`config.mk`:
```
export PLATFORM = sky130hd
export DESIGN_NAME = spm_power_ctrl
export DESIGN_NICKNAME = d
export VERILOG_FILES = /design/src/rtl/spm_pkg.sv /design/src/rtl/spm_port_if.sv /design/src/rtl/spm_energy_port.sv /design/src/rtl/spm_lpi_port.sv /design/src/rtl/spm_power_ctrl.sv
export SDC_FILE = /design/constraint.sdc
export NUM_CORES = 1
export LEC_CHECK = 0
export BUFFER_PORTS_ARGS = -buffer_cell sky130_fd_sc_hd__buf_4
export CAP_MARGIN = 20
export CORE_ASPECT_RATIO = 1.4
export CORE_MARGIN = 2
export CORE_UTILIZATION = 55
export CTS_CLUSTER_SIZE = 12
export DETAILED_ROUTE_END_ITERATION = 10
export PLACE_DENSITY = 0.86
export SLEW_MARGIN = 20
export SYNTH_ARGS = -nofsm -noshare
export SYNTH_HDL_FRONTEND = slang
export SYNTH_SLANG_ARGS = --single-unit
```
`constraint.sdc`:
```
create_clock -name sys_clk_i -period 12.2 [get_ports sys_clk_i]
set_clock_uncertainty 0.2 [all_clocks]
set_input_delay 1.22 -clock sys_clk_i [delete_from_list [all_inputs] [get_ports sys_clk_i]]
set_output_delay 1.22 -clock sys_clk_i [all_outputs]
set_load 0.01 [all_outputs]
```
`src/rtl/spm_pkg.sv`:
```
// Shared constants, encodings and types for the switch power-mode controller.
package spm_pkg;
    // Clock and port count
    localparam int CLK_PERIOD_NS = 10;
    localparam int NUM_PORTS = 3;
    localparam int ADDR_W = 9;

    // Register indices (byte address is four times the index)
    localparam logic [6:0] IDX_POWER_MODE = 7'h0E;
    localparam logic [6:0] IDX_SLEEP_DELAY = 7'h0F;
    localparam logic [6:0] IDX_PORT_CTRL [NUM_PORTS] = '{7'h1D, 7'h2D, 7'h3D};
    localparam logic [6:0] IDX_EEE_CTRL = 7'h70;
    localparam logic [6:0] IDX_EEE_STATUS = 7'h72;

    // Field positions
    localparam int MODE_LSB = 3;
    localparam int PORT_PD_BIT = 3;

    // Power mode field encodings
    localparam logic [1:0] ENC_NORMAL = 2'h0;
    localparam logic [1:0] ENC_ENERGY = 2'h1;
    localparam logic [1:0] ENC_SOFT_PD = 2'h2;
    localparam logic [1:0] ENC_RSVD = 2'h3;

    // Reset values
    localparam logic [7:0] SLEEP_DELAY_RST = 8'h50;
    localparam logic NPORT_PD_RST = 1'b0;

    // Link pulse: 120 ns wide, one each second (width rounds up)
    localparam int PULSE_NS = 120;
    localparam int PULSE_CYC = (PULSE_NS + CLK_PERIOD_NS - 1) / CLK_PERIOD_NS;
    localparam int PULSE_PERIOD_NS = 1_000_000_000;
    localparam int PULSE_PERIOD_CYC = PULSE_PERIOD_NS / CLK_PERIOD_NS;

    // One unit of the sleep-entry delay
    localparam int SLEEP_UNIT_NS = 1_000_000;
    localparam int SLEEP_UNIT_CYC = SLEEP_UNIT_NS / CLK_PERIOD_NS;

    // MAC release delay after leaving low-power idle (least time, rounds up)
    localparam int WAKE_NS = 30_000;
    localparam int WAKE_CYC = (WAKE_NS + CLK_PERIOD_NS - 1) / CLK_PERIOD_NS;

    // Operating modes
    typedef enum logic [1:0] {MODE_NORMAL, MODE_ENERGY, MODE_SOFT_PD} spm_mode_e;

    // Mode to register field encoding
    function automatic logic [1:0] spm_mode_enc(input spm_mode_e m);
        logic [1:0] e;
        e = ENC_NORMAL;
        if (m == MODE_ENERGY) e = ENC_ENERGY;
        if (m == MODE_SOFT_PD) e = ENC_SOFT_PD;
        return e;
    endfunction
endpackage

```
`src/rtl/spm_port_if.sv`:
```
// Per-port bundle between the controller and its energy and idle engines.
interface spm_port_if;
    logic ed_mode;       // Energy-detect mode selected
    logic [7:0] delay;   // Sleep-entry delay in units
    logic sleep_tick;    // One pulse per delay unit
    logic sec_tick;      // One pulse per second
    logic energy;        // Cable energy seen
    logic low_power;     // Port in low-power state
    logic pulse;         // Link pulse toward the line
    logic eee_ok;        // Both ends advertised idle capability
    logic lpi_req;       // Idle request from software
    logic mac_tx_busy;   // MAC is sending a frame
    logic rx_lpi;        // Receive side shows assert-idle code
    logic rx_ifg;        // Receive side shows inter-frame code
    logic tx_lpi;        // Assert-idle code driven on transmit
    logic cs_hold;       // Carrier sense held toward MAC
    logic partner_idle;  // Partner signals idle
    logic clk_en;        // Port MAC clock may run

    modport ed (input ed_mode, delay, sleep_tick, sec_tick, energy, output low_power, pulse);
    modport lpi (input eee_ok, lpi_req, mac_tx_busy, rx_lpi, rx_ifg,
                 output tx_lpi, cs_hold, partner_idle, clk_en);
endinterface

```
`src/rtl/spm_energy_port.sv`:
```
// Per-port energy-detect sleep and wake engine with link pulse generator.
module spm_energy_port (
    input wire logic sys_clk_i,
    input wire logic rst_i,
    spm_port_if.ed port
);
    localparam int PW = $clog2(spm_pkg::PULSE_CYC + 1);
    localparam logic [PW-1:0] PULSE_LOAD = PW'(spm_pkg::PULSE_CYC);

    typedef enum logic {ED_AWAKE, ED_ASLEEP} spm_ed_state_e;
    spm_ed_state_e state, next_state;
    logic [7:0] idle_cnt;      // Delay units seen without energy
    logic [PW-1:0] pulse_cnt;  // Cycles left in the current pulse

    wire quiet = port.ed_mode & ~port.energy;
    wire expired = port.sleep_tick & (idle_cnt == port.delay);

    // Sleep once the quiet time passes the delay, wake on energy
    always_comb begin
        next_state = state;
        unique case (state)
            ED_AWAKE: if (quiet && expired) next_state = ED_ASLEEP;
            ED_ASLEEP: if (!quiet) next_state = ED_AWAKE;
        endcase
    end

    // State, quiet-time counter and pulse counter
    always_ff @(posedge sys_clk_i or posedge rst_i) begin
        if (rst_i) begin
            state <= ED_AWAKE;
            idle_cnt <= 8'h00;
            pulse_cnt <= '0;
        end else begin
            state <= next_state;
            idle_cnt <= (!quiet || state == ED_ASLEEP) ? 8'h00 : idle_cnt + 8'(port.sleep_tick);
            if (state != ED_ASLEEP) pulse_cnt <= '0;
            else if (port.sec_tick) pulse_cnt <= PULSE_LOAD;
            else if (pulse_cnt != '0) pulse_cnt <= pulse_cnt - 1'b1;
        end
    end

    assign port.low_power = (state == ED_ASLEEP);
    assign port.pulse = (pulse_cnt != '0);
endmodule

```
`src/rtl/spm_lpi_port.sv`:
```
// Per-port low-power idle request, wake delay and partner idle detection.
module spm_lpi_port (
    input wire logic sys_clk_i,
    input wire logic rst_i,
    spm_port_if.lpi port
);
    localparam int WW = $clog2(spm_pkg::WAKE_CYC + 1);
    localparam logic [WW-1:0] WAKE_LOAD = WW'(spm_pkg::WAKE_CYC);

    logic tx_lpi_q;          // Assert-idle code on transmit
    logic prev_ifg;          // Receive showed inter-frame code last cycle
    logic flag_q;            // Partner idle flag
    logic [WW-1:0] wake_cnt; // Cycles the MAC stays held after idle ends

    // Enter only between frames so no frame is cut; never without capability
    wire next_tx_lpi = port.eee_ok & port.lpi_req & (tx_lpi_q | ~port.mac_tx_busy);
    // Flag rises on inter-frame to assert-idle, holds while the code persists
    wire next_flag = port.rx_lpi & (flag_q | prev_ifg);

    // Transmit and receive directions run independently
    always_ff @(posedge sys_clk_i or posedge rst_i) begin
        if (rst_i) begin
            tx_lpi_q <= 1'b0;
            prev_ifg <= 1'b0;
            flag_q <= 1'b0;
            wake_cnt <= '0;
        end else begin
            tx_lpi_q <= next_tx_lpi;
            prev_ifg <= port.rx_ifg;
            flag_q <= next_flag;
            if (tx_lpi_q && !next_tx_lpi) wake_cnt <= WAKE_LOAD;
            else if (wake_cnt != '0) wake_cnt <= wake_cnt - 1'b1;
        end
    end

    assign port.tx_lpi = tx_lpi_q;
    assign port.cs_hold = tx_lpi_q | (wake_cnt != '0);
    assign port.partner_idle = flag_q;
    assign port.clk_en = ~(tx_lpi_q & flag_q);
endmodule

```
`src/rtl/spm_power_ctrl.sv`:
```
// Switch power-mode controller: mode register file, dividers and per-port engines.
//
// Decided for this implementation: the Avalon-MM slave port.
module spm_power_ctrl #(
    parameter int SEC_CYC = spm_pkg::PULSE_PERIOD_CYC,
    parameter int SLEEP_UNIT_CYC = spm_pkg::SLEEP_UNIT_CYC
) (
    input wire logic sys_clk_i,
    input wire logic rst_i,
    input wire logic [spm_pkg::ADDR_W-1:0] avs_address_i,
    input wire logic avs_read_i,
    input wire logic avs_write_i,
    input wire logic [31:0] avs_writedata_i,
    input wire logic [3:0] avs_byteenable_i,
    output logic [31:0] avs_readdata_o,
    output logic avs_waitrequest_o,
    input wire logic [spm_pkg::NUM_PORTS-1:0] energy_i,
    input wire logic [spm_pkg::NUM_PORTS-1:0] phy_basic_control_pd_i,
    input wire logic [spm_pkg::NUM_PORTS-1:0] eee_local_adv_i,
    input wire logic [spm_pkg::NUM_PORTS-1:0] eee_partner_adv_i,
    input wire logic [spm_pkg::NUM_PORTS-1:0] mac_tx_busy_i,
    input wire logic [spm_pkg::NUM_PORTS-1:0] mii_rx_lpi_i,
    input wire logic [spm_pkg::NUM_PORTS-1:0] mii_rx_ifg_i,
    output logic [spm_pkg::NUM_PORTS-1:0] phy_enable_o,
    output logic [spm_pkg::NUM_PORTS-1:0] link_pulse_o,
    output logic [spm_pkg::NUM_PORTS-1:0] mii_tx_lpi_o,
    output logic [spm_pkg::NUM_PORTS-1:0] mac_crs_hold_o,
    output logic [spm_pkg::NUM_PORTS-1:0] partner_idle_flag_o,
    output logic [spm_pkg::NUM_PORTS-1:0] mac_clk_en_o,
    output logic pll_clk_en_o,
    output logic host_if_en_o,
    output logic soft_reset_o
);
    localparam int NP = spm_pkg::NUM_PORTS;
    localparam int SW = $clog2(SEC_CYC);
    localparam int UW = $clog2(SLEEP_UNIT_CYC);
    localparam logic [SW-1:0] SEC_LAST = SW'(SEC_CYC - 1);
    localparam logic [UW-1:0] UNIT_LAST = UW'(SLEEP_UNIT_CYC - 1);

    // ---------------- Bus handshake ----------------
    logic ack_q;  // Set for the cycle in which waitrequest is low
    wire req = avs_read_i | avs_write_i;
    // A request completes at the edge where waitrequest is seen low
    wire take = req & ack_q;
    wire [6:0] idx = avs_address_i[8:2];
    // Writable registers are 8 bits wide and live in byte lane 0
    wire wr_lane0 = avs_write_i & take & avs_byteenable_i[0];

    // One wait state on every access keeps the read path registered
    assign avs_waitrequest_o = req & ~ack_q;

    // Wait-state flop
    always_ff @(posedge sys_clk_i or posedge rst_i) begin
        if (rst_i) begin
            ack_q <= 1'b0;
        end else begin
            ack_q <= req & ~ack_q;
        end
    end

    // ---------------- Register state ----------------
    spm_pkg::spm_mode_e mode_q, next_mode;  // Current power mode
    logic [7:0] sleep_delay;                // Sleep-entry delay in units
    logic [NP-1:0] port_pd;                 // Per-port power-down bits
    logic [NP-1:0] lpi_req_q;               // Software idle request per port
    wire [NP-1:0] low_power;                // Ports in low-power state
    wire [NP-1:0] tx_lpi;                   // Ports sending assert-idle code
    wire [NP-1:0] partner_idle;             // Partners signalling idle
    wire [NP-1:0] eee_ok = eee_local_adv_i & eee_partner_adv_i;

    // Address decode
    wire hit_mode = (idx == spm_pkg::IDX_POWER_MODE);
    wire hit_delay = (idx == spm_pkg::IDX_SLEEP_DELAY);
    wire hit_eee_ctrl = (idx == spm_pkg::IDX_EEE_CTRL);
    wire hit_eee_stat = (idx == spm_pkg::IDX_EEE_STATUS);
    wire [NP-1:0] hit_port;

    // Any access while powered down wakes the part; its write is discarded
    wire wake_access = take & (mode_q == spm_pkg::MODE_SOFT_PD);
    wire wr_ok = wr_lane0 & ~wake_access;
    wire [1:0] wr_enc = avs_writedata_i[spm_pkg::MODE_LSB +: 2];
    wire is_soft = (mode_q == spm_pkg::MODE_SOFT_PD);
    wire is_energy = (mode_q == spm_pkg::MODE_ENERGY);

    // Mode field decode; the reserved code leaves the mode alone
    always_comb begin
        next_mode = mode_q;
        if (wake_access) begin
            next_mode = spm_pkg::MODE_NORMAL;
        end else if (wr_ok && hit_mode) begin
            unique case (wr_enc)
                spm_pkg::ENC_NORMAL: next_mode = spm_pkg::MODE_NORMAL;
                spm_pkg::ENC_ENERGY: next_mode = spm_pkg::MODE_ENERGY;
                spm_pkg::ENC_SOFT_PD: next_mode = spm_pkg::MODE_SOFT_PD;
                spm_pkg::ENC_RSVD: next_mode = mode_q;
            endcase
        end
    end

    // Mode register; hardware reset lands in normal operation
    always_ff @(posedge sys_clk_i or posedge rst_i) begin
        if (rst_i) begin
            mode_q <= spm_pkg::MODE_NORMAL;
        end else begin
            mode_q <= next_mode;
        end
    end

    // Global registers; a wake access restores every default
    always_ff @(posedge sys_clk_i or posedge rst_i) begin
        if (rst_i) begin
            sleep_delay <= spm_pkg::SLEEP_DELAY_RST;
            lpi_req_q <= '0;
            soft_reset_o <= 1'b0;
        end else begin
            soft_reset_o <= wake_access;
            if (wake_access) begin
                sleep_delay <= spm_pkg::SLEEP_DELAY_RST;
                lpi_req_q <= '0;
            end else begin
                if (wr_ok && hit_delay) sleep_delay <= avs_writedata_i[7:0];
                if (wr_ok && hit_eee_ctrl) lpi_req_q <= avs_writedata_i[NP-1:0];
            end
        end
    end

    // ---------------- Read path ----------------
    logic [31:0] next_rdata;  // Word selected by the decoded index

    // Read mux; unmapped indices return zero
    always_comb begin
        next_rdata = 32'h0000_0000;
        if (hit_mode) next_rdata = {27'h0, spm_pkg::spm_mode_enc(mode_q), 3'h0};
        if (hit_delay) next_rdata = {24'h0, sleep_delay};
        if (hit_eee_ctrl) next_rdata = {25'h0, eee_ok, 1'b0, lpi_req_q};
        if (hit_eee_stat) next_rdata = {21'h0, tx_lpi, 1'b0, low_power, 1'b0, partner_idle};
        for (int i = 0; i < NP; i++) begin
            if (hit_port[i]) next_rdata = {28'h0, port_pd[i], 3'h0};
        end
    end

    // Read data is captured on the first edge so it stands at the taking edge
    always_ff @(posedge sys_clk_i or posedge rst_i) begin
        if (rst_i) begin
            avs_readdata_o <= 32'h0000_0000;
        end else if (avs_read_i && !ack_q) begin
            avs_readdata_o <= next_rdata;
        end
    end

    // ---------------- Rate dividers ----------------
    logic [SW-1:0] sec_cnt;   // Counts one second
    logic [UW-1:0] unit_cnt;  // Counts one sleep-delay unit
    wire sec_tick = (sec_cnt == SEC_LAST);
    wire unit_tick = (unit_cnt == UNIT_LAST);

    // Free-running dividers; the quiet timer therefore has one unit of slack
    always_ff @(posedge sys_clk_i or posedge rst_i) begin
        if (rst_i) begin
            sec_cnt <= '0;
            unit_cnt <= '0;
        end else begin
            sec_cnt <= sec_tick ? '0 : sec_cnt + 1'b1;
            unit_cnt <= unit_tick ? '0 : unit_cnt + 1'b1;
        end
    end

    // ---------------- Global clock enables ----------------
    // The device sleeps as a whole only when every port has gone quiet
    wire all_asleep = is_energy & (&low_power);
    assign pll_clk_en_o = ~is_soft & ~all_asleep;
    // Marks the host side as idle; this slave stays awake so an access still wakes it
    assign host_if_en_o = ~is_soft & ~all_asleep;

    // ---------------- Per-port engines ----------------
    for (genvar p = 0; p < NP; p++) begin : g_port
        spm_port_if pif ();

        assign hit_port[p] = (idx == spm_pkg::IDX_PORT_CTRL[p]);

        // Port power-down bit, cleared by a wake access
        always_ff @(posedge sys_clk_i or posedge rst_i) begin
            if (rst_i) begin
                port_pd[p] <= spm_pkg::NPORT_PD_RST;
            end else if (wake_access) begin
                port_pd[p] <= spm_pkg::NPORT_PD_RST;
            end else if (wr_ok && hit_port[p]) begin
                port_pd[p] <= avs_writedata_i[spm_pkg::PORT_PD_BIT];
            end
        end

        // Energy engine inputs
        assign pif.ed_mode = is_energy;
        assign pif.delay = sleep_delay;
        assign pif.sleep_tick = unit_tick;
        assign pif.sec_tick = sec_tick;
        assign pif.energy = energy_i[p];

        // Idle engine inputs; a sleeping port or soft power-down asks for nothing
        assign pif.eee_ok = eee_ok[p];
        assign pif.lpi_req = lpi_req_q[p] & ~low_power[p] & ~is_soft;
        assign pif.mac_tx_busy = mac_tx_busy_i[p];
        assign pif.rx_lpi = mii_rx_lpi_i[p];
        assign pif.rx_ifg = mii_rx_ifg_i[p];

        spm_energy_port u_energy (
            .sys_clk_i(sys_clk_i),
            .rst_i(rst_i),
            .port(pif.ed)
        );

        spm_lpi_port u_lpi (
            .sys_clk_i(sys_clk_i),
            .rst_i(rst_i),
            .port(pif.lpi)
        );

        assign low_power[p] = pif.low_power;
        assign tx_lpi[p] = pif.tx_lpi;
        assign partner_idle[p] = pif.partner_idle;

        // PHY stays on only in an awake, enabled port
        assign phy_enable_o[p] = ~port_pd[p] & ~phy_basic_control_pd_i[p] & ~is_soft
                               & ~low_power[p];
        assign link_pulse_o[p] = pif.pulse;
        assign mii_tx_lpi_o[p] = pif.tx_lpi;
        assign mac_crs_hold_o[p] = pif.cs_hold;
        assign partner_idle_flag_o[p] = pif.partner_idle;
        // MAC clock off while powered down, asleep or idle in both directions
        assign mac_clk_en_o[p] = pll_clk_en_o & pif.clk_en & ~low_power[p] & ~port_pd[p];
    end
endmodule

```
* Word-level counts from Yosys, hierarchy flattened *
Index checks and enable logic that the tools add are counted.

storage, ports and cells
  bits in registers = 178
  input port bits = 70
  output and inout bits = 54

cells by class
  $add $sub $neg = 11
  equality and inequality tests = 21
  muxes and demuxes = 51
  bitwise gates (word level) = 83
  reductions and logical operators = 41

operators by type and width
  cell                                                                  count
  32-bit two-way mux                                                    6
  12-bit two-way mux                                                    6
  1-bit bitwise AND                                                     50
  8-bit two-way mux                                                     5
  4-bit two-way mux                                                     9
  12-bit nonzero test                                                   3
  12-bit by 1-bit subtractor with 12-bit output, second input constant  3
  27-bit by 1-bit adder with 27-bit output, second input constant       1
  27-bit == test, second input constant                                 1
  27-bit two-way mux                                                    1
  8-bit by 1-bit adder with 8-bit output                                3
  8-bit == test                                                         3
  1-bit NOT                                                             22
  2-bit nonzero test                                                    9
  17-bit by 1-bit adder with 17-bit output, second input constant       1
  17-bit == test, second input constant                                 1
  17-bit two-way mux                                                    1
  7-bit by 4-bit == test with 1-bit output, second input constant       2
  7-bit by 6-bit == test with 1-bit output, second input constant       2
  7-bit == test, second input constant                                  2
  1-bit logical AND                                                     13
  1-bit two-way mux                                                     13
  4-bit nonzero test                                                    3
  4-bit by 1-bit subtractor with 4-bit output, second input constant    3
  17 further kinds                                                      44

* Logic depth before layout (Yosys ltp) *
Gate-level depths: netlist (run 1).

  depth after elaboration = 10
  gate-level depth with buffers = 10
  mapped depth without buffers = 9

* Hierarchy *
Synthesis (run 1) repeated with hierarchy kept, for this count alone.

second synthesis, totals
  cells, all modules = 876
  area, all modules = 8485.6 µm²

by module, submodules not included
  module                               instances  cells an instance  area an instance (µm²)  seq. area each (µm²)
  spm_power_ctrl                       1          412                3955.0                  1829.3
  spm_energy_port                      3          74                 728.2                   325.3
  spm_lpi_port at g_port[1].u_lpi ...  2          79                 782.0                   375.4
  spm_lpi_port at g_port[0].u_lpi      1          84                 782.0                   375.4

* Worst setup path after synthesis (run 1) *
Ideal clock, no wire load.

  path kind = register -> output
  start point = register g_port[0].u_lpi.wake_cnt[0]
  end point = output mac_crs_hold_o[0] in the netlist's numbering
  data arrival time = 1.633 ns
  data required time = 10.780 ns
  setup slack = 9.147 ns
  cell stages (with the launch flop) = 7
  cell sequence = dfrtp_1 -> inv_1 -> ha_1 -> nor3b_1 -> nand4_1 -> nand2b_1 -> buf_4

on the way
  word-level cells in the longest chain between the ends = 2

RTL lines
  what                    line                  RTL
  start, declared         spm_lpi_port.sv:13    logic [WW-1:0] wake_cnt;
  start signal, assigned  spm_lpi_port.sv:32    else if (wake_cnt != '0) wake_cnt <= wake_cnt - 1'b1;
  12-bit nonzero test     spm_lpi_port.sv:37    assign port.cs_hold = tx_lpi_q | (wake_cnt != '0);
  1-bit OR                spm_lpi_port.sv:37
  end, declared           spm_power_ctrl.sv:27  output logic [spm_pkg::NUM_PORTS-1:0] mac_crs_hold_o,

No other way between the ends.

* Worst setup path after layout (run 1) *
Ends and elaborated chain as after synthesis.

==> flow_metrics.py, run 1 <==
metrics = {
    "setup_path": {
        "worst_r2r_endpoint": "g_port[1].u_energy.idle_cnt[6]$_DFF_PP0_",
        "critical_path.startpoint_type": "flop",
        "slack_of_the_worst_reg_to_reg_path_ps": 9080,
        "cp.arrival_ps": 2530,
        "required_time_at_the_worst_slack_endpoint_ps": 10780,
        "timing.setup.critical_path_class": "flop to primary output",
        "r2r_start": "unit_cnt[0]$_DFF_PP0_",
        "worstPathMaxFanout": 6,
        "setup.worst_path.end_class": "primary output",
        "worstRegToRegCells": 8,
    },
    "cts": {
        "cts_htree_levels": 4,
        "resized_after_cts": 0,
        "insertion_delay_ps": 430,
        "clk_path_buf_depth": 2,
        "cts_hold_repair.buffers": 0,
        "clock-root-buffer": "sky130_fd_sc_hd__clkbuf_16",
        "numCtsBuffers": 17,
        "cts_tree": "done",
        "cts.repair_timing.setup_buffer_count": 0,
        "clk_transition_reported_paths_ps": 60,
        "cts_num_sinks": 157,
    },
    "layout": {
        "diodes": 0,
        "share_of_layout_cells_above_drive_strength_1_pct": 15.2,
        "fin_cells": 1125,
        "finish.net_count": 1010,
        "synthToLayoutAreaGrowth_pct": 13.7,
        "post-route-cell-area_sq_mm": 0.00961,
    },
    "route": {
        "detail_route.first_pass.iterations": 4,
        "route.detailed.wl_per_inst_um": 16.7,
        "route.final.wire_length_um": 18800,
        "num_vias": 6595,
        "detailedRoute.firstIterationViolations": 445,
        "routed_via_density": 5.86,
        "route.detailed.drc": 0,
        "drtAntennaViolNets": 0,
    },
    "yosys": {
        "synthesis.area_sq_mm": 0.00846,
        "ys_warn_count": 0,
        "synthFlopType": "sky130_fd_sc_hd__dfrtp_1",
        "synth_seq_area_share_pct": 46.5,
        "number_of_enable_type_register_cells_in_the_synthesized_netlist": 0,
        "netlist_top_cells_count": "155 x sky130_fd_sc_hd__dfrtp_1, 84 x sky130_fd_sc_hd__nor2_1, 55 x sky130_fd_sc_hd__nand2_1",
        "async_reset_ff_share_pct": 100,
        "ys_seq_elements": 157,
        "syn-instance-count": 862,
        "synth.top_cell.area_share_pct": 45.9,
        "synth_most_common_cell": "sky130_fd_sc_hd__dfrtp_1",
        "largest_cells_by_area_after_synthesis": "sky130_fd_sc_hd__dfrtp_1 46%, sky130_fd_sc_hd__xor2_1 4.8%, sky130_fd_sc_hd__xnor2_1 4.4%",
        "synth_top_cell_by_area": "sky130_fd_sc_hd__dfrtp_1",
        "yosys.cell_types.count": 72,
        "syn-mean-instance-area_sq_um": 9.81,
    },
    "grt": {
        "grt_first_pass_wirelength_um": 31500,
        "overflow": 0,
        "grt_antenna_before_repair": 0,
        "grt_max_degree": 103,
        "number_of_global_route_vias_before_repair": 6640,
        "grtUsageTotal_pct": 24.4,
    },
    "placed_design": {
        "detailedPlace.worstSlack_ps": 8790,
        "gp_congestion": 0.898,
        "port-buffer-count": 73,
        "post-place-cells": 1093,
        "place.detailed.hpwl_um": 13000,
        "placed_area_sq_mm": 0.00900,
    },
    "run": {
        "maxCapViolCount": 0,
    },
    "sta": {
        "crit_path_time_final_ps": 3950,
        "setup_ws_ps": 8250,
        "hold_viol": 0,
        "setup_total_negative_slack_ps": 0,
        "timing.max_slew.rel_slack_pct": 26.8,
        "fmaxAchievable_mhz": 253,
        "fin_crit_sh_pct": 32.4,
        "worst_pin_slew_ps": 1090,
        "drv_slew": 0,
        "timing.final.setup_violations": 0,
        "grt_setup_unrepaired": "false",
    },
    "floorplanning": {
        "design.die.area_sq_mm": 0.0164,
        "ios": 124,
        "die_w_um": 109,
        "core-area_sq_mm": 0.0151,
        "die_h_um": 151,
        "floorplan.initialDensity_pct": 56.2,
        "num_rows": 53,
    },
    "pwr": {
        "leakage_power_nw": 4.31,
        "power_w": 0.00130,
        "vdd_drop_max_v": 0.000100,
        "p_per_area_mw_per_mm2": 136,
    },
    "hold_path": {
        "whs_endpoint": "g_port[2].u_lpi.port.partner_idle$_DFF_PP0_",
        "hold_depth": 1,
        "hold_path_class": "flop to flop",
        "min_from": "g_port[2].u_lpi.prev_ifg$_DFF_PP0_",
    },
    "outcome": {
        "status": "completed",
    },
}
==> metrics by stage <==
step                hold WS (ps)  util, %
finish                       255     63.9
global placement             232     59.8
detailed placement           246     59.8
floorplan                    228        -
global route                 282     63.9
CTS                          260     63.7
==> critical path: stages (launching register included) <==
cell	delay, ps
sky130_fd_sc_hd__dfrtp_1	430
sky130_fd_sc_hd__inv_1	100
sky130_fd_sc_hd__ha_1	200
sky130_fd_sc_hd__nor3b_1	590
sky130_fd_sc_hd__nand4_1	380
sky130_fd_sc_hd__nand2b_1	260
sky130_fd_sc_hd__buf_4	140
==> placed cells by master, fill, tap and decap left out, types with 4 or more instances in the layout <==
master and count:
sky130_fd_sc_hd__a31o_2 5, sky130_fd_sc_hd__nor2b_1 13, sky130_fd_sc_hd__ha_1 20, sky130_fd_sc_hd__a2111oi_0 7, sky130_fd_sc_hd__conb_1 21, sky130_fd_sc_hd__nor4_1 18, sky130_fd_sc_hd__and3_1 10, sky130_fd_sc_hd__nor3_1 22
sky130_fd_sc_hd__or3_1 14, sky130_fd_sc_hd__a21oi_1 26, sky130_fd_sc_hd__mux2i_1 16, sky130_fd_sc_hd__and4_1 8, sky130_fd_sc_hd__or4_1 7, sky130_fd_sc_hd__inv_1 35, sky130_fd_sc_hd__o21a_1 10, sky130_fd_sc_hd__clkbuf_16 17
sky130_fd_sc_hd__nor3b_1 8, sky130_fd_sc_hd__nand3b_1 5, sky130_fd_sc_hd__nand4_1 17, sky130_fd_sc_hd__buf_4 76, sky130_fd_sc_hd__dfrtp_1 155, sky130_fd_sc_hd__or2_2 5, sky130_fd_sc_hd__a31oi_1 6, sky130_fd_sc_hd__a211oi_1 5
sky130_fd_sc_hd__or3b_2 4, sky130_fd_sc_hd__a22o_1 8, sky130_fd_sc_hd__o31ai_1 13, sky130_fd_sc_hd__inv_6 6, sky130_fd_sc_hd__nand3_1 50, sky130_fd_sc_hd__o21ai_0 16, sky130_fd_sc_hd__clkinvlp_4 4, sky130_fd_sc_hd__xor2_1 46
sky130_fd_sc_hd__and2_1 8, sky130_fd_sc_hd__nand2_1 55, sky130_fd_sc_hd__nand2b_1 11, sky130_fd_sc_hd__nor2_1 84, sky130_fd_sc_hd__xnor2_1 42
==> layout make-up <==
type | instances | area (sq um)
Timing Repair Buffer | 76 | 571
Sequential cell | 157 | 3930
Multi-Input combinational cell | 632 | 4140
Fill cell | 1213 | 5440
Clock buffer | 18 | 429
Tap cell | 192 | 240
Clock inverter | 14 | 159
Inverter | 36 | 140
==> per-layer routing <==
layer	routed length, um	GRT usage (%)
met5	0	0
met1	7550	29.6
met3	807	4.16
met2	9970	42.9
met4	436	9.42
==> state kept, by name (all words and copies together), names as in the netlist <==
register / cells
avs_readdata_o: 11
g_port.u_lpi.port.tx_lpi: 3
sec_cnt: 27
g_port.u_energy.pulse_cnt: 12
g_port.u_energy.port.low_power: 3
soft_reset_o: 1
mode_q: 2
g_port.u_energy.idle_cnt: 24
unit_cnt: 17
g_port.u_lpi.prev_ifg: 3
ack_q: 1
port_pd: 3
g_port.u_lpi.port.partner_idle: 3
g_port.u_lpi.wake_cnt: 36
lpi_req_q: 3
g_port.pif.delay: 8
==> cells by family after synthesis <==
group,after synthesis,synth area share [%]
other,1,0.0443
buffers and inverters,93,5.74
and+or+nand+nor,363,23.3
adders and majority gates,20,2.96
DFF,157,46.5
xor gates and xnor gates,88,9.12
AOI/OAI and AO/OA,124,10.4
muxes,16,1.89
==> how the worst max path moves through the flow <==
| stage | depth (start not counted) | from | end | slack [ps] |
|---|---|---|---|---|
| floorplan | 1 | rst_i | ack_q$_DFF_PP0_ | 6550 |
| global placement | 6 | g_port[0].u_lpi.wake_cnt[0]$_DFFE_PP0P_ | mac_crs_hold_o[0] | 8870 |
| detailed placement | 6 | g_port[0].u_lpi.wake_cnt[0]$_DFFE_PP0P_ | mac_crs_hold_o[0] | 8790 |
| CTS | 6 | g_port[0].u_lpi.wake_cnt[0]$_DFFE_PP0P_ | mac_crs_hold_o[0] | 8290 |
| global route | 6 | g_port[0].u_lpi.wake_cnt[0]$_DFFE_PP0P_ | mac_crs_hold_o[0] | 8100 |
| finish | 6 | g_port[0].u_lpi.wake_cnt[0]$_DFFE_PP0P_ | mac_crs_hold_o[0] | 8250 |
==> report_power, final <==
part           leakage, nW  switching, W  internal [W]
combinational         2.01     0.0000907     0.0000717
clock                0.276      0.000226      0.000305
sequential            2.03     0.0000492      0.000561
total                 4.31      0.000366      0.000938
Power figures use the tool's default switching activity.
==> run 2: changes to the inputs <==
- CORE_UTILIZATION: 55 -> 52
- clock period: 12.2 -> 3.35 ns (I/O delays scaled with it)
==> run 2 against run 1 <==
  * Wire length is 2.3% higher
  * Combinational power grew to 3.8 times the previous value
  * Critical path depth stayed put
  * Cell count is 3.2% higher
  * Critical path type unchanged
  * Critical endpoint unchanged
  * Die area is 5.6% higher
  * Worst hold slack worse by 220 ps
  * Utilization is 2.6 points lower
  * Non-clock buffer count is 29 higher
  * Sequential power grew to 3.6 times the previous value
  * Clock power grew to 3.2 times the previous value
  * Setup slack worse by 7800 ps
==> flow_metrics.py, run 2 (synthesis gave the netlist of run 1 again) <==
metrics = {
    "setup_path": {
        "critical_path.startpoint_type": "flop",
        "worst_setup_path_startpoint": "g_port[0].u_lpi.wake_cnt[0]$_DFFE_PP0P_",
        "required_time_at_the_worst_slack_endpoint_ps": 2810,
        "ordered_list_of_cells_on_the_worst_path": "inv_1 > ha_1 > nor3b_1 > nand4_1 > nand2b_1 > buf_4",
        "crit_path_top_delay_cell": "sky130_fd_sc_hd__nor3b_1",
        "worstRegToRegCells": 9,
        "r2r_start": "unit_cnt[0]$_DFF_PP0_",
        "setup.worst_path.end_class": "primary output",
        "cp.arrival_ps": 2340,
        "worst_r2r_endpoint": "g_port[1].u_energy.idle_cnt[6]$_DFF_PP0_",
        "slack_of_the_worst_reg_to_reg_path_ps": 570,
        "timing.setup.critical_path_class": "flop to primary output",
        "worstPathMaxFanout": 6,
        "timing.critical_path.slowest_cell_delay_ps": 510,
    },
    "layout": {
        "top_register": "g_port.u_lpi.wake_cnt",
        "layout.cells.most_common": "sky130_fd_sc_hd__dfrtp_1",
        "share_of_layout_cells_above_drive_strength_1_pct": 15.3,
        "sequential_cell_area_sq_mm": 0.00393,
        "reg_top3": "g_port.u_lpi.wake_cnt (36), sec_cnt (27), g_port.u_energy.idle_cnt (24)",
        "synthToLayoutAreaGrowth_pct": 16.1,
        "most-common-layout-cells": "155 x sky130_fd_sc_hd__dfrtp_1, 84 x sky130_fd_sc_hd__nor2_1, 82 x sky130_fd_sc_hd__buf_4",
        "largest_register_ffs": 36,
        "area_of_the_multi_input_gates_sq_mm": 0.00412,
        "finish.net_count": 1039,
        "layout.filler_cells": 1262,
        "diodes": 0,
    },
    "cts": {
        "clk_path_buf_depth": 2,
        "cts_tree": "done",
        "cts_htree_levels": 4,
        "numCtsBuffers": 17,
        "cts.repair_timing.setup_buffer_count": 0,
        "insertion_delay_ps": 430,
        "clk_transition_reported_paths_ps": 60,
        "clock-root-buffer": "sky130_fd_sc_hd__clkbuf_16",
        "cts_num_sinks": 157,
    },
    "pwr": {
        "power_switching_w": 0.00128,
        "leakage_power_nw": 4.41,
        "swShare_pct": 28.1,
        "power.share.clock_pct": 37.8,
        "internal-power_w": 0.00328,
        "power.combinational.fraction_pct": 13.5,
        "p_per_area_mw_per_mm2": 464,
        "vdd_drop_max_v": 0.000316,
        "share_seq_of_total_power_pct": 48.8,
    },
    "floorplanning": {
        "die_w_um": 112,
        "floorplan.initialDensity_pct": 52.7,
        "num_rows": 55,
        "ios": 124,
        "design.die.area_sq_mm": 0.0173,
        "die_h_um": 155,
        "core-area_sq_mm": 0.0160,
    },
    "placed_design": {
        "detailedPlace.worstSlack_ps": 579,
        "port-buffer-count": 73,
        "gp_congestion": 0.873,
        "place.detailed.hpwl_um": 13200,
    },
    "route": {
        "route.final.wire_length_um": 19200,
        "route.detailed.wl_per_inst_um": 16.5,
        "route.detailed.drc": 0,
        "detail_route.first_pass.iterations": 5,
        "routed_via_density": 5.83,
        "drtAntennaViolNets": 0,
        "num_vias": 6772,
        "detailedRoute.firstIterationViolations": 368,
    },
    "hold_path": {
        "hold_path_class": "input port to flop",
        "min_from": "avs_read_i",
        "whs_endpoint": "ack_q$_DFF_PP0_",
        "hold_depth": 3,
    },
    "run": {
        "maxCapViolCount": 0,
    },
    "sta": {
        "drv_slew": 0,
        "setup_total_negative_slack_ps": 0,
        "grt_setup_unrepaired": "false",
        "fmaxAchievable_mhz": 348,
        "timing.max_slew.rel_slack_pct": 54.4,
        "setup_ws_ps": 477,
        "worst_pin_slew_ps": 679,
        "timing.final.setup_violations": 0,
        "crit_path_time_final_ps": 2870,
        "hold_viol": 0,
        "fin_crit_sh_pct": 85.8,
    },
    "grt": {
        "grtUsageTotal_pct": 23.1,
        "grt_max_degree": 113,
        "grt_antenna_before_repair": 0,
        "overflow": 0,
        "number_of_global_route_vias_before_repair": 6755,
        "grt_first_pass_wirelength_um": 32300,
    },
    "outcome": {
        "status": "completed",
    },
}
[run 2: cell count changes in the layout (fill, tap and decap cells not counted), moves of 5 or more]
cell	change
sky130_fd_sc_hd__clkinv_2	+9
sky130_fd_sc_hd__buf_4	+6
sky130_fd_sc_hd__inv_6	-5
sky130_fd_sc_hd__dlygate4sd3_1	+22
[run 2: critical path, delay by kind of cell, from the launching register on]
family | cells | cell delay [ps]
flops | 1 | 420
simple gates | 3 | 1070
fa+ha+maj | 1 | 180
buf+inv | 2 | 240
[run 2: repair_timing]
action / in CTS / in global routing
resized for setup: 0 / 0
hold endpoints to repair: 181 / 0
hold buffers: 22 / 0
setup endpoints to repair: 0 / 0
[run 2: how the worst max path moves through the flow]
stage | cells past startpoint | slack (ps) | endpoint
after floorplan | 9 | 650 | g_port[1].u_energy.idle_cnt[6]$_DFF_PP0_
after global placement | 9 | 670 | g_port[1].u_energy.idle_cnt[6]$_DFF_PP0_
after detailed placement | 9 | 580 | g_port[1].u_energy.idle_cnt[6]$_DFF_PP0_
after CTS | 6 | 440 | mac_crs_hold_o[0]
after global routing | 6 | 260 | mac_crs_hold_o[0]
final | 6 | 480 | mac_crs_hold_o[0]
[run 2: power by group through the flow]
stage | Combinational [W] | Sequential [W] | Clock, W
detailed placement | 0.000584 | 0.00225 | 0
global route | 0.000690 | 0.00225 | 0.00182
finish | 0.000613 | 0.00222 | 0.00172
CTS | 0.000611 | 0.00222 | 0.00174
global placement | 0.000562 | 0.00224 | 0
floorplan | 0.000447 | 0.00220 | 0
[run 2: per-layer routing]
| layer | track usage (%) | wire (um) | vias up |
|---|---|---|---|
| li1 | - | - | 3195 |
| met1 | 27.5 | 7670 | 3301 |
| met2 | 40.3 | 9990 | 223 |
| met3 | 4.09 | 885 | 53 |
| met4 | 11.2 | 656 | 0 |
| met5 | 0 | 0 | - |
[run 2: cell type report]
| type | instances | share of cell area, % |
|---|---|---|
| clock buffers | 19 | 4.51 |
| clock inverters | 13 | 0.765 |
| inverters | 36 | 1.42 |
| multi-input cells | 632 | 42.0 |
| flip-flops and latches | 157 | 40.1 |
| well taps | 199 | 2.54 |
| repair buffers | 105 | 8.72 |
[run 2: stage by stage]
stage	hold slack [ps]	total power, W	area [sq um]	std cells	util [%]
finish	34.4	0.00455	9810	1161	61.2
global route	17.4	0.00475	9810	1161	61.2
detailed placement	240	0.00283	9070	1107	56.6
CTS	8.75	0.00456	9810	1161	61.2
global placement	231	0.00280	9070	1107	56.6
floorplan	166	0.00264	8530	882	-
